===== src/rtl/light_sensor_pkg.sv =====
/*
  Shared constants and types of the light sensor register interface:
  bus address, register pointers, command fields, state encodings.
  Assumes a single 100 MHz clock domain for every user of the package.
*/
package light_sensor_pkg;

  // Bus address and register pointers
  localparam logic [6:0] DEV_ADDR = 7'h44;
  localparam logic [7:0] PTR_CMD = 8'h00;
  localparam logic [7:0] PTR_RESULT = 8'h01;
  localparam logic [7:0] PTR_RESET = 8'h00;
  localparam logic [2:0] BIT_LAST = 3'h7;
  localparam logic [2:0] BIT_FIRST = 3'h0;

  // Resolution codes, command bits 4:2
  localparam logic [2:0] RES_16 = 3'h0;
  localparam logic [2:0] RES_12 = 3'h1;
  localparam logic [2:0] RES_8 = 3'h2;
  localparam logic [2:0] RES_4 = 3'h3;

  // Full scale range codes, command bits 1:0
  localparam logic [1:0] FSR_1000 = 2'h0;
  localparam logic [1:0] FSR_4000 = 2'h1;
  localparam logic [1:0] FSR_16000 = 2'h2;
  localparam logic [1:0] FSR_64000 = 2'h3;

  // Integration timing
  localparam int CLK_MHZ = 100;
  localparam int CONV_TIME_US = 100;
  localparam int CONV_CYCLES_DEF = CONV_TIME_US * CLK_MHZ;
  localparam int CNT_W = 16;

  // Result limits
  localparam logic [15:0] MAX_16 = 16'hffff;
  localparam logic [15:0] MAX_12 = 16'h0fff;
  localparam logic [15:0] MAX_8 = 16'h00ff;
  localparam logic [15:0] MAX_4 = 16'h000f;
  localparam logic [15:0] RESULT_RESET = 16'h0000;

  typedef struct packed {
    logic enable;
    logic continuous;
    logic ir_sel;
    logic [2:0] res;
    logic [1:0] full_scale_range;
  } cmd_s;

  localparam cmd_s CMD_RESET = cmd_s'(8'h00);

  typedef struct packed {
    logic [15:0] visible;
    logic [15:0] infrared;
  } sample_s;

  typedef enum logic [4:0] {
    ST_IDLE = 5'h01,
    ST_RX = 5'h02,
    ST_ACK = 5'h04,
    ST_TX = 5'h08,
    ST_MACK = 5'h10
  } i2c_state_e;

  typedef enum logic [2:0] {
    PH_ADDR = 3'h1,
    PH_PTR = 3'h2,
    PH_DATA = 3'h4
  } phase_e;

  typedef struct packed {
    i2c_state_e st;
    phase_e ph;
    logic [2:0] cnt;
    logic full;
    logic [7:0] shift;
    logic [7:0] ptr;
    logic rw;
    logic byte_hi;
    logic [15:0] snap;
    cmd_s cmd;
    logic cmd_wr;
    logic scl_q;
    logic sda_q;
    logic drive;
    logic sda_lvl;
  } slave_s;

  typedef struct packed {
    logic busy;
    logic [CNT_W-1:0] cnt;
    logic [15:0] result;
    logic done;
  } conv_s;

  // Largest count for a resolution code
  function automatic logic [15:0] res_max(input logic [2:0] res);
    case (res)
      RES_16: res_max = MAX_16;
      RES_12: res_max = MAX_12;
      RES_8: res_max = MAX_8;
      RES_4: res_max = MAX_4;
      default: res_max = MAX_16;
    endcase
  endfunction

endpackage


===== src/rtl/light_sensor_i2c_regs.sv =====
/*
  Bus slave of the ambient light sensor: address match, register pointer,
  command register write, two-byte result read, and conversion control.
  Assumes scl and sda arrive already synchronous to ref_clk_in, with each
  bus phase lasting several clock cycles; the sda wire is pulled up outside.
*/
// Function
// - The device answers to bus address 0x44, written as byte 0x88 for a write.
// - The same address with the direction bit set is acknowledged and data is then driven out.
// - Pointer 0x01 returns both bytes of the conversion count within one read.
// - The result goes out low byte first, then high byte, each byte most significant bit first.
// - Pointer 0x00 with one data byte updates the command register, every byte acknowledged.
// - Command bit 7 set enables conversions.
// - Clearing the enable bit stops conversion and keeps all register contents.
// - Command bit 6 clear makes one conversion and then stops.
// - Command bit 5 clear converts visible light.
// - Command bits 4:2 at 001 give internal timing and a 12-bit result.
// - Range code 01 selects the 4000 lux full scale.
`timescale 1ns/10ps
`default_nettype none
module light_sensor_i2c_regs #(
  parameter int CONV_CYCLES = light_sensor_pkg::CONV_CYCLES_DEF
) (
  // Clock and reset
  input wire logic ref_clk_in,
  input wire logic rst_in,
  // Serial bus, sda open drain
  input wire logic scl_in,
  input wire logic sda_in,
  output logic sda_out,
  output logic sda_oe_n_out,
  // Analog core
  input wire light_sensor_pkg::sample_s sample_in,
  output logic [1:0] full_scale_range_out,
  output logic ir_select_out,
  output logic conv_busy_out
);

  localparam light_sensor_pkg::slave_s SLAVE_RESET = '{
    st: light_sensor_pkg::ST_IDLE,
    ph: light_sensor_pkg::PH_ADDR,
    cnt: light_sensor_pkg::BIT_FIRST,
    full: 1'b0,
    shift: 8'h00,
    ptr: light_sensor_pkg::PTR_RESET,
    rw: 1'b0,
    byte_hi: 1'b0,
    snap: light_sensor_pkg::RESULT_RESET,
    cmd: light_sensor_pkg::CMD_RESET,
    cmd_wr: 1'b0,
    scl_q: 1'b1,
    sda_q: 1'b1,
    drive: 1'b0,
    sda_lvl: 1'b0
  };

  light_sensor_pkg::slave_s st_r;
  light_sensor_pkg::slave_s st_nxt;
  logic [15:0] result;
  logic busy;
  logic scl_rise;
  logic scl_fall;
  logic bus_start;
  logic bus_stop;

  // Byte returned for the current pointer and byte position
  function automatic logic [7:0] tx_byte(input logic [7:0] ptr, input logic hi,
                                         input logic [15:0] snap,
                                         input light_sensor_pkg::cmd_s cmd);
    if (ptr == light_sensor_pkg::PTR_RESULT) begin
      tx_byte = hi ? snap[15:8] : snap[7:0];
    end else if (ptr == light_sensor_pkg::PTR_CMD) begin
      tx_byte = cmd;
    end else begin
      tx_byte = 8'h00;
    end
  endfunction

  ////////////////////////////////////////////////////////////////////////
  conv_sequencer #(
    .CONV_CYCLES(CONV_CYCLES)
  ) u_conv (
    .ref_clk_in(ref_clk_in),
    .rst_in(rst_in),
    .cmd_in(st_r.cmd),
    .start_in(st_r.cmd_wr),
    .sample_in(sample_in),
    .busy_out(busy),
    .result_out(result)
  );

  ////////////////////////////////////////////////////////////////////////
  assign scl_rise = scl_in && !st_r.scl_q;
  assign scl_fall = !scl_in && st_r.scl_q;
  assign bus_start = scl_in && st_r.scl_q && st_r.sda_q && !sda_in;
  assign bus_stop = scl_in && st_r.scl_q && !st_r.sda_q && sda_in;

  always_comb begin
    st_nxt = st_r;
    st_nxt.scl_q = scl_in;
    st_nxt.sda_q = sda_in;
    st_nxt.cmd_wr = 1'b0;
    st_nxt.sda_lvl = 1'b0;
    if (bus_start) begin
      // Repeated start keeps the pointer for the following read
      st_nxt.st = light_sensor_pkg::ST_RX;
      st_nxt.ph = light_sensor_pkg::PH_ADDR;
      st_nxt.cnt = light_sensor_pkg::BIT_FIRST;
      st_nxt.full = 1'b0;
      st_nxt.drive = 1'b0;
    end else if (bus_stop) begin
      st_nxt.st = light_sensor_pkg::ST_IDLE;
      st_nxt.drive = 1'b0;
    end else begin
      case (st_r.st)
        light_sensor_pkg::ST_IDLE: begin
          st_nxt.drive = 1'b0;
        end
        light_sensor_pkg::ST_RX: begin
          if (scl_rise) begin
            st_nxt.shift = {st_r.shift[6:0], sda_in};
            st_nxt.cnt = st_r.cnt + 1'b1;
            st_nxt.full = (st_r.cnt == light_sensor_pkg::BIT_LAST);
          end else if (scl_fall && st_r.full) begin
            st_nxt.full = 1'b0;
            st_nxt.st = light_sensor_pkg::ST_ACK;
            st_nxt.drive = 1'b1;
            case (st_r.ph)
              light_sensor_pkg::PH_ADDR: begin
                if (st_r.shift[7:1] == light_sensor_pkg::DEV_ADDR) begin
                  st_nxt.rw = st_r.shift[0];
                  st_nxt.snap = result;
                  st_nxt.byte_hi = 1'b0;
                end else begin
                  st_nxt.st = light_sensor_pkg::ST_IDLE;
                  st_nxt.drive = 1'b0;
                end
              end
              light_sensor_pkg::PH_PTR: begin
                st_nxt.ptr = st_r.shift;
              end
              light_sensor_pkg::PH_DATA: begin
                // Writes to the result pointer are acknowledged and dropped
                if (st_r.ptr == light_sensor_pkg::PTR_CMD) begin
                  st_nxt.cmd = st_r.shift;
                  st_nxt.cmd_wr = 1'b1;
                end
              end
              default: begin
                st_nxt.st = light_sensor_pkg::ST_IDLE;
                st_nxt.drive = 1'b0;
              end
            endcase
          end
        end
        light_sensor_pkg::ST_ACK: begin
          if (scl_fall) begin
            st_nxt.cnt = light_sensor_pkg::BIT_FIRST;
            if (st_r.rw) begin
              // Low byte leaves first, msb first
              st_nxt.shift = tx_byte(st_r.ptr, 1'b0, st_r.snap, st_r.cmd);
              st_nxt.drive = !st_nxt.shift[7];
              st_nxt.byte_hi = 1'b1;
              st_nxt.st = light_sensor_pkg::ST_TX;
            end else begin
              st_nxt.drive = 1'b0;
              st_nxt.st = light_sensor_pkg::ST_RX;
              st_nxt.ph = (st_r.ph == light_sensor_pkg::PH_ADDR) ? light_sensor_pkg::PH_PTR
                : light_sensor_pkg::PH_DATA;
            end
          end
        end
        light_sensor_pkg::ST_TX: begin
          if (scl_fall) begin
            if (st_r.cnt == light_sensor_pkg::BIT_LAST) begin
              st_nxt.drive = 1'b0;
              st_nxt.full = 1'b0;
              st_nxt.st = light_sensor_pkg::ST_MACK;
            end else begin
              st_nxt.shift = {st_r.shift[6:0], 1'b0};
              st_nxt.drive = !st_r.shift[6];
              st_nxt.cnt = st_r.cnt + 1'b1;
            end
          end
        end
        light_sensor_pkg::ST_MACK: begin
          if (scl_rise) begin
            // A nack ends the read; wait for stop or start
            if (sda_in) begin
              st_nxt.st = light_sensor_pkg::ST_IDLE;
            end else begin
              st_nxt.full = 1'b1;
            end
          end else if (scl_fall && st_r.full) begin
            // High byte follows the low one, then the pair repeats
            st_nxt.full = 1'b0;
            st_nxt.shift = tx_byte(st_r.ptr, st_r.byte_hi, st_r.snap, st_r.cmd);
            st_nxt.drive = !st_nxt.shift[7];
            st_nxt.byte_hi = !st_r.byte_hi;
            st_nxt.cnt = light_sensor_pkg::BIT_FIRST;
            st_nxt.st = light_sensor_pkg::ST_TX;
          end
        end
        default: begin
          st_nxt.st = light_sensor_pkg::ST_IDLE;
          st_nxt.drive = 1'b0;
        end
      endcase
    end
  end

  always_ff @(posedge ref_clk_in) begin
    if (rst_in) begin
      st_r <= SLAVE_RESET;
    end else begin
      st_r <= st_nxt;
    end
  end

  ////////////////////////////////////////////////////////////////////////
  assign sda_out = st_r.sda_lvl;
  assign sda_oe_n_out = !st_r.drive;
  assign full_scale_range_out = st_r.cmd.full_scale_range;
  assign ir_select_out = st_r.cmd.ir_sel;
  assign conv_busy_out = busy;
endmodule
`default_nettype wire


===== src/rtl/conv_sequencer.sv =====
/*
  Conversion sequencer: times one integration, clips the count to the
  chosen resolution and holds it as the result.
  Assumes the digital count of the analog core is valid whenever sampled.
*/
`timescale 1ns/10ps
`default_nettype none
module conv_sequencer #(
  parameter int CONV_CYCLES = light_sensor_pkg::CONV_CYCLES_DEF
) (
  // Clock and reset
  input wire logic ref_clk_in,
  input wire logic rst_in,
  // Command and samples
  input wire light_sensor_pkg::cmd_s cmd_in,
  input wire logic start_in,
  input wire light_sensor_pkg::sample_s sample_in,
  // Status and result
  output logic busy_out,
  output logic [15:0] result_out
);

  localparam logic [light_sensor_pkg::CNT_W-1:0] LAST_CNT =
    light_sensor_pkg::CNT_W'(CONV_CYCLES - 1);
  localparam light_sensor_pkg::conv_s CONV_RESET = '{busy: 1'b0, cnt: '0,
    result: light_sensor_pkg::RESULT_RESET, done: 1'b0};

  light_sensor_pkg::conv_s st_r;
  light_sensor_pkg::conv_s st_nxt;
  logic [15:0] raw;
  logic [15:0] lim;

  ////////////////////////////////////////////////////////////////////////
  always_comb begin
    st_nxt = st_r;
    st_nxt.done = 1'b0;
    raw = cmd_in.ir_sel ? sample_in.infrared : sample_in.visible;
    lim = light_sensor_pkg::res_max(cmd_in.res);
    if (!cmd_in.enable) begin
      // Power down stops timing but keeps the result
      st_nxt.busy = 1'b0;
      st_nxt.cnt = '0;
    end else if (!st_r.busy) begin
      if (start_in) begin
        st_nxt.busy = 1'b1;
        st_nxt.cnt = '0;
      end
    end else if (st_r.cnt == LAST_CNT) begin
      st_nxt.done = 1'b1;
      st_nxt.result = (raw > lim) ? lim : raw;
      st_nxt.cnt = '0;
      st_nxt.busy = cmd_in.continuous;
    end else begin
      st_nxt.cnt = st_r.cnt + 1'b1;
    end
  end

  always_ff @(posedge ref_clk_in) begin
    if (rst_in) begin
      st_r <= CONV_RESET;
    end else begin
      st_r <= st_nxt;
    end
  end

  assign busy_out = st_r.busy;
  assign result_out = st_r.result;
endmodule
`default_nettype wire


===== config.mk =====
export PLATFORM = sky130hd
export DESIGN_NAME = light_sensor_i2c_regs
export DESIGN_NICKNAME = d
export VERILOG_FILES = /design/src/rtl/light_sensor_pkg.sv /design/src/rtl/light_sensor_i2c_regs.sv /design/src/rtl/conv_sequencer.sv
export SDC_FILE = /design/constraint.sdc
export NUM_CORES = 1
export LEC_CHECK = 0
export BUFFER_PORTS_ARGS = -buffer_cell sky130_fd_sc_hd__buf_2
export CORE_MARGIN = 5
export CORE_UTILIZATION = 50
export CTS_BUF_LIST = sky130_fd_sc_hd__clkbuf_8
export CTS_CLUSTER_DIAMETER = 80
export DETAILED_ROUTE_END_ITERATION = 10
export PLACE_DENSITY = 0.69
export SLEW_MARGIN = 40
export SYNTH_ARGS = -nofsm -noshare
export SYNTH_HDL_FRONTEND = slang
export SYNTH_HIERARCHICAL = 1
export SYNTH_SLANG_ARGS = --single-unit

===== constraint.sdc =====
create_clock -name ref_clk_in -period 8.5 [get_ports ref_clk_in]
set_input_delay 0.425 -clock ref_clk_in [delete_from_list [all_inputs] [get_ports ref_clk_in]]
set_output_delay 0.425 -clock ref_clk_in [all_outputs]
set_load 0.02 [all_outputs]

==> summary.txt, run 1 <==
STA
  • Clock Skew: 0.01518 ns
  • Least-Margin Pin Slew: 0.7978 ns
  • RSZ-0062 raised after global routing: no
  • Final setup viols: 0
  • Final Max Tran Viols: 0
  • Slew headroom: 0.4643
  • Final Hold Fails: 0
  • Crit path time final: 3.227 ns
  • Final setup margin: 5.273 ns
  • Fmax: 0.3099 GHz
  • Total negative slack: 0 ns
  • Tcrit/Tclk final: 0.3796

Global route
  • All-Layer GR Usage: 0.2166
  • GR Overflow Total: 0
  • Vias in the first global route: 4701
  • Initial antenna violation count: 0
  • Pin count of the biggest net entering global routing: 72
  • First-pass GRT wire length: 23390 um

Cells and area
  • Final std cells w/o fill: 790
  • Most frequent cells in the layout: 90 x dfxtp_1, 68 x nor2_1, 44 x mux2i_1, 40 x buf_2, 39 x nand2_1
  • Post-route cell area: 5819 um2
  • Final nets: 696
  • Commonest non-fill, non-tap cell in the layout: dfxtp_1
  • Layout cells sized above 1: 0.1523
  • Antenna Cells: 0
  • Area growth syn-to-layout: 5.873%

CTS
  • Cts hold-fix bufs: 0
  • CTS tree: built
  • Setup bufs post-CTS: 0
  • CTS root buf: clkbuf_8
  • Clk_lat worst skew: 0.38 ns
  • H-tree levels: 3
  • Max Root-Sink Buffers: 2
  • Clock sink count: 91
  • CTS buffer count: 9
  • Resized Gates After CTS: 0
  • Clock-pin transition on the worst setup and hold timing paths: 0.08 ns

Synthesis
  • EDFF count, synth: 0
  • Most used DFF post-synth: dfxtp_1
  • Post-Syn Instances: 650
  • Register area share after synthesis: 0.3314
  • Post-synth cell types: 71
  • Async SR Flop Fraction: 0
  • Synth Warn #: 6
  • Mapped cell area: 5497 um2
  • #FFs+latches synth: 91
  • Net Count, Synth: 700
  • Syn_area_per_cell: 8.456 um2

Routing
  • Avg WL per Cell: 17.69 um
  • Post-route DRC: 0
  • Initial DRT Pass Iterations: 5
  • Initial DRC count: 542
  • Post-DR vias/cell: 6.251
  • Detailed-route via count: 4938
  • Total Wirelength: 13980 um
  • DRT antenna net count: 0

Power
  • Static Leak: 2.026 nW
  • Worst vdd ir: 0.1139 mV
  • Power Density: 154.4 nW/um2

Floorplan
  • Die Ht: 114.8 um
  • Num ports: 42
  • Die W: 114.8 um
  • Row cnt: 38
  • DIE AREA: 13190 um2
  • Effective utilization at floorplan: 0.5093
  • Core Region: 10790 um2

Setup path
  • FF-to-FF Start: ir_select_out
  • Crit-path max FO: 22
  • Crit. Startpoint: ir_select_out
  • Kind of critical path: register to register
  • CP Launch Type: register
  • Worst Path Arrival: 3.46 ns
  • Required time worst endpoint: 8.73 ns
  • Crit end category: register

Hold path
  • HP Start: sample_in[0]
  • Hold Crit Class: input port to register

Placed design
  • Number of port buffers: 40
  • DP Wirelength: 9962 um
  • Final RePlAce weighted congestion: 0.8871
  • Cells after DPL: 775
  • Placed instance area: 5573 um2
  • Place WS: 5.307 ns

Status
  • Status: finished, final reports clean

Run
  • Max-cap violations: 0
==> cells by family (layout without fill, tap and decap cells) <==
family	count (synthesis)	count (layout)	synth area share
flip-flops	91	91	0.3314
AO/OA/AOI/OAI	147	147	0.1873
adder cells (fa/ha/maj)	14	14	0.03187
XOR/XNOR	6	6	0.009562
other	1	1	0.0006822
AND/OR/NAND/NOR	261	261	0.2577
buffers and inverters	71	71	0.06852
multiplexers	59	59	0.1129
==> through the flow <==
step	hold slack [ns]	util	power, mW
6_report	0.4039	0.5392	0.8984
2_1_floorplan	0.4323	-	0.5279
5_1_grt	0.3801	0.5392	0.9333
3_5_place_dp	0.4550	0.5163	0.5516
3_3_place_gp	0.4473	0.5162	0.5509
4_1_cts	0.3828	0.5386	0.9054
==> registers in the layout (all words and copies together) (netlist names) <==
signal / cells
ir_select_out: 1
u_conv/result_out: 16
full_scale_range_out: 2
u_conv/st_r: 16
u_conv/busy_out: 1
st_r: 55
==> critical path, stage by stage, from the launching register on <==
cell and delay [ns]:
dfxtp_2 0.67, mux2_2 0.42, ha_1 0.32, nand4_1 0.19
nor3_1 0.39, nand2_1 0.13, o32a_2 0.47, a2111oi_0 0.42
nor3_1 0.07
==> report_power, final <==
| group | switching [mW] | internal, mW | leakage, nW |
|---|---|---|---|
| sequential | 0.0163 | 0.430 | 0.734 |
| clock | 0.152 | 0.201 | 0.124 |
| combinational | 0.0558 | 0.0430 | 1.17 |
==> final cells by class <==
type	count	area (um2)
clock buffers	10	137.6
multi-input cells	488	3309
well taps	140	175.2
fillers	989	4974
flip-flops and latches	91	1823
clock inverters	5	102.6
inverters	13	48.80
repair buffers	43	222.7
==> per-layer routing <==
metal,part of all wire,track usage
met1,0.47,0.2893
met4,0.018,0.07199
met3,0.053,0.04579
met5,0,0
met2,0.46,0.3492
==> Yosys cell counts, types with 6 or more instances <==
master / instances / area, um2
and3_1: 6 / 37.54
a31o_2: 6 / 52.55
nand2b_1: 12 / 75.07
o211ai_1: 8 / 60.06
nand3b_1: 6 / 45.04
dfxtp_1: 91 / 1822
a21oi_1: 36 / 180.2
nor2b_1: 12 / 75.07
a211oi_1: 6 / 45.04
nand2_1: 39 / 146.4
inv_1: 13 / 48.80
or3_1: 12 / 75.07
nor3_1: 15 / 75.07
mux2i_1: 44 / 440.4
nand3_1: 29 / 145.1
o2bb2ai_1: 6 / 52.55
buf_2: 13 / 65.06
buf_4: 19 / 142.6
nor3b_1: 12 / 90.09
clkbuf_1: 23 / 86.33
a221o_1: 6 / 60.06
mux2_2: 14 / 157.7
nand4_1: 7 / 43.79
nor2_1: 68 / 255.2
ha_1: 14 / 175.2
a311oi_1: 6 / 52.55
nor4_1: 8 / 50.05
o21ai_0: 26 / 130.1
==> final timing paths <==
path                                             end  slack (ns)  cells after the start
worst max-delay path            u_conv/result_out[0]        5.27                      8
worst min-delay path            u_conv/result_out[0]        0.40                      3
worst max register to register  u_conv/result_out[0]        5.27                      8
worst min register to register  u_conv/result_out[6]        0.47                      2
No activity file was read; power rests on OpenSTA's default activity.
==> run 2, diff against run 1 <==
Clock period 8.5 ns to 3.1 ns, I/O delays scaled along.
==> run 2 against run 1 <==
  * Via count increased by 0.87%
  * Setup slack got worse by 5.1 ns
  * Worst hold slack worse by 0.28 ns
  * Critical path depth up 1
  * Cell area is 1.1% higher
  * Non-clock buffer count is 9 higher
  * Power grew to 2.7 times the previous value
  * Sequential cell count unchanged
  * First-iteration DRC count is 26% lower
  * Combinational power grew to 2.9 times the previous value
  * Critical path type unchanged
==> summary.txt, run 2 (same netlist as run 1, synthesis figures left out) <==
CTS
  • Max Root-Sink Buffers: 2
  • H-tree levels: 3
  • CTS buffer count: 9
  • CTS tree: built
  • Setup bufs post-CTS: 0
  • Clock-pin transition on the worst setup and hold timing paths: 0.09 ns
  • Clk_lat worst skew: 0.37 ns
  • Clock sink count: 91
  • CTS root buf: clkbuf_8

STA
  • Final setup margin: 0.1605 ns
  • Fmax: 0.3402 GHz
  • Total negative slack: 0 ns
  • Tcrit/Tclk final: 0.9482
  • Fin Hold WS: 0.1196 ns
  • Slew headroom: 0.5499
  • Final setup viols: 0
  • Least-Margin Pin Slew: 0.6726 ns
  • Clock Skew: 0.01133 ns
  • Final Max Tran Viols: 0
  • Crit path time final: 2.939 ns
  • Final Hold Fails: 0
  • RSZ-0062 raised after global routing: no

Setup path
  • FF-to-FF Start: ir_select_out
  • Worst R2R End: u_conv/result_out[0]
  • Critical path's largest stage delay: 0.50 ns
  • CP Launch Type: register
  • CP Cell Sequence: buf_12 -> mux2_2 -> ha_1 -> a21oi_1 -> nor3_1 -> or4_4 -> o32a_2 -> a2111oi_0 -> nor3_1
  • CP dominant cell by count: nor3_1
  • Kind of critical path: register to register
  • Worst Path Arrival: 3.19 ns
  • Crit end category: register
  • Crit-path slowest cell: or4_4
  • Worst reg2reg setup slack: 0.16 ns
  • Worst r2r path cells: 9
  • Crit-path max FO: 18
  • Required time worst endpoint: 3.35 ns

Placed design
  • DP Wirelength: 10090 um
  • Cells after DPL: 784
  • Number of port buffers: 40
  • Place WS: 0.1877 ns
  • Final RePlAce weighted congestion: 0.8800
  • Placed instance area: 5652 um2

Routing
  • Initial DRC count: 401
  • DRT antenna net count: 0
  • Detailed-route via count: 4981
  • Initial DRT Pass Iterations: 5
  • Post-DR vias/cell: 6.226
  • Post-route DRC: 0
  • Total Wirelength: 13860 um
  • Avg WL per Cell: 17.32 um

Cells and area
  • Layout cells sized above 1: 0.1636
  • Area growth syn-to-layout: 7.057%
  • Post-route cell area: 5884 um2
  • Most flop-heavy register: st_r
  • Largest register FFs: 55
  • Commonest non-fill, non-tap cell in the layout: dfxtp_1
  • Most frequent cells in the layout: 91 x dfxtp_1, 68 x nor2_1, 44 x mux2i_1, 40 x buf_2, 39 x nand2_1
  • Final nets: 705
  • Final core utilization: 0.5452
  • Antenna Cells: 0
  • Final std cells w/o fill: 800

Hold path
  • Hold path cells: 3
  • Worst min-delay path endpoint: u_conv/result_out[0]
  • HP Start: sample_in[0]
  • Hold Crit Class: input port to register

Global route
  • All-Layer GR Usage: 0.2161
  • Global route hottest layer: met2
  • Initial antenna violation count: 0
  • GR Overflow Total: 0
  • Vias in the first global route: 4762
  • Met3 GRT Util: 0.03737
  • First-pass GRT wire length: 23430 um
  • Pin count of the biggest net entering global routing: 45
  • Met2 Use GR: 0.3445
  • Met1 Use GR: 0.2964

Floorplan
  • Effective utilization at floorplan: 0.5093
  • DIE AREA: 13190 um2
  • Core Region: 10790 um2
  • Die W: 114.8 um
  • Num ports: 42
  • Die Ht: 114.8 um
  • Row cnt: 38

Run
  • Max-cap violations: 0

Power
  • Static Leak: 2.067 nW
  • Worst vdd ir: 0.2802 mV
  • Total power: 2.412 mW
  • Power Density: 409.9 nW/um2

Status
  • Status: finished, final reports clean
[run 2: cell types whose count changed in the layout (fill, tap and decap cells not counted), sizes merged]
cell | before | now
buf | 43 | 52
clkinvlp | 0 | 1
inv | 14 | 15
bufinv | 3 | 2
[run 2: metal layers]
layer,part of all wire,vias to the layer above
li1,-,2411
met1,0.46,2367
met2,0.46,182
met3,0.060,21
met4,0.021,0
met5,0,-
[run 2: timing repair]
item                       4_1_cts  5_1_grt
gates resized for setup          0        1
hold buffers                     0        0
setup endpoints to repair        0        2
[run 2: how the worst max path moves through the flow]
stage	startpoint	end	slack, ns	depth (start not counted)
floorplan	ir_select_out	u_conv/result_out[10]	0.14	11
global placement	ir_select_out	u_conv/result_out[0]	0.24	9
detailed placement	ir_select_out	u_conv/result_out[0]	0.19	9
CTS	ir_select_out	u_conv/result_out[0]	0.16	9
global route	ir_select_out	u_conv/result_out[14]	0.02	8
finish	ir_select_out	u_conv/result_out[0]	0.16	9
[run 2: critical path, delay by kind of cell, from the launching register on]
family / cells / cell delay [ns]
AO/OA/AOI/OAI: 3 / 0.85
adder cells (fa/ha/maj): 1 / 0.29
buffers and inverters: 1 / 0.20
flip-flops: 1 / 0.47
multiplexers: 1 / 0.37
AND/OR/NAND/NOR: 3 / 0.63
[run 2: power by group]
part | switching (mW) | internal, mW
clock network | 0.433 | 0.478
registers | 0.0314 | 1.18
logic | 0.165 | 0.126
[run 2: final cells by class]
| class | instances | area [um2] |
|---|---|---|
| fill | 981 | 4908 |
| multi-input combinational | 488 | 3309 |
| sequential | 91 | 1822 |
| timing repair buffer | 52 | 302.8 |
| tap | 140 | 175.2 |
| clock buffer | 10 | 137.6 |
| clock inverter | 6 | 88.84 |
| inverter | 13 | 48.80 |
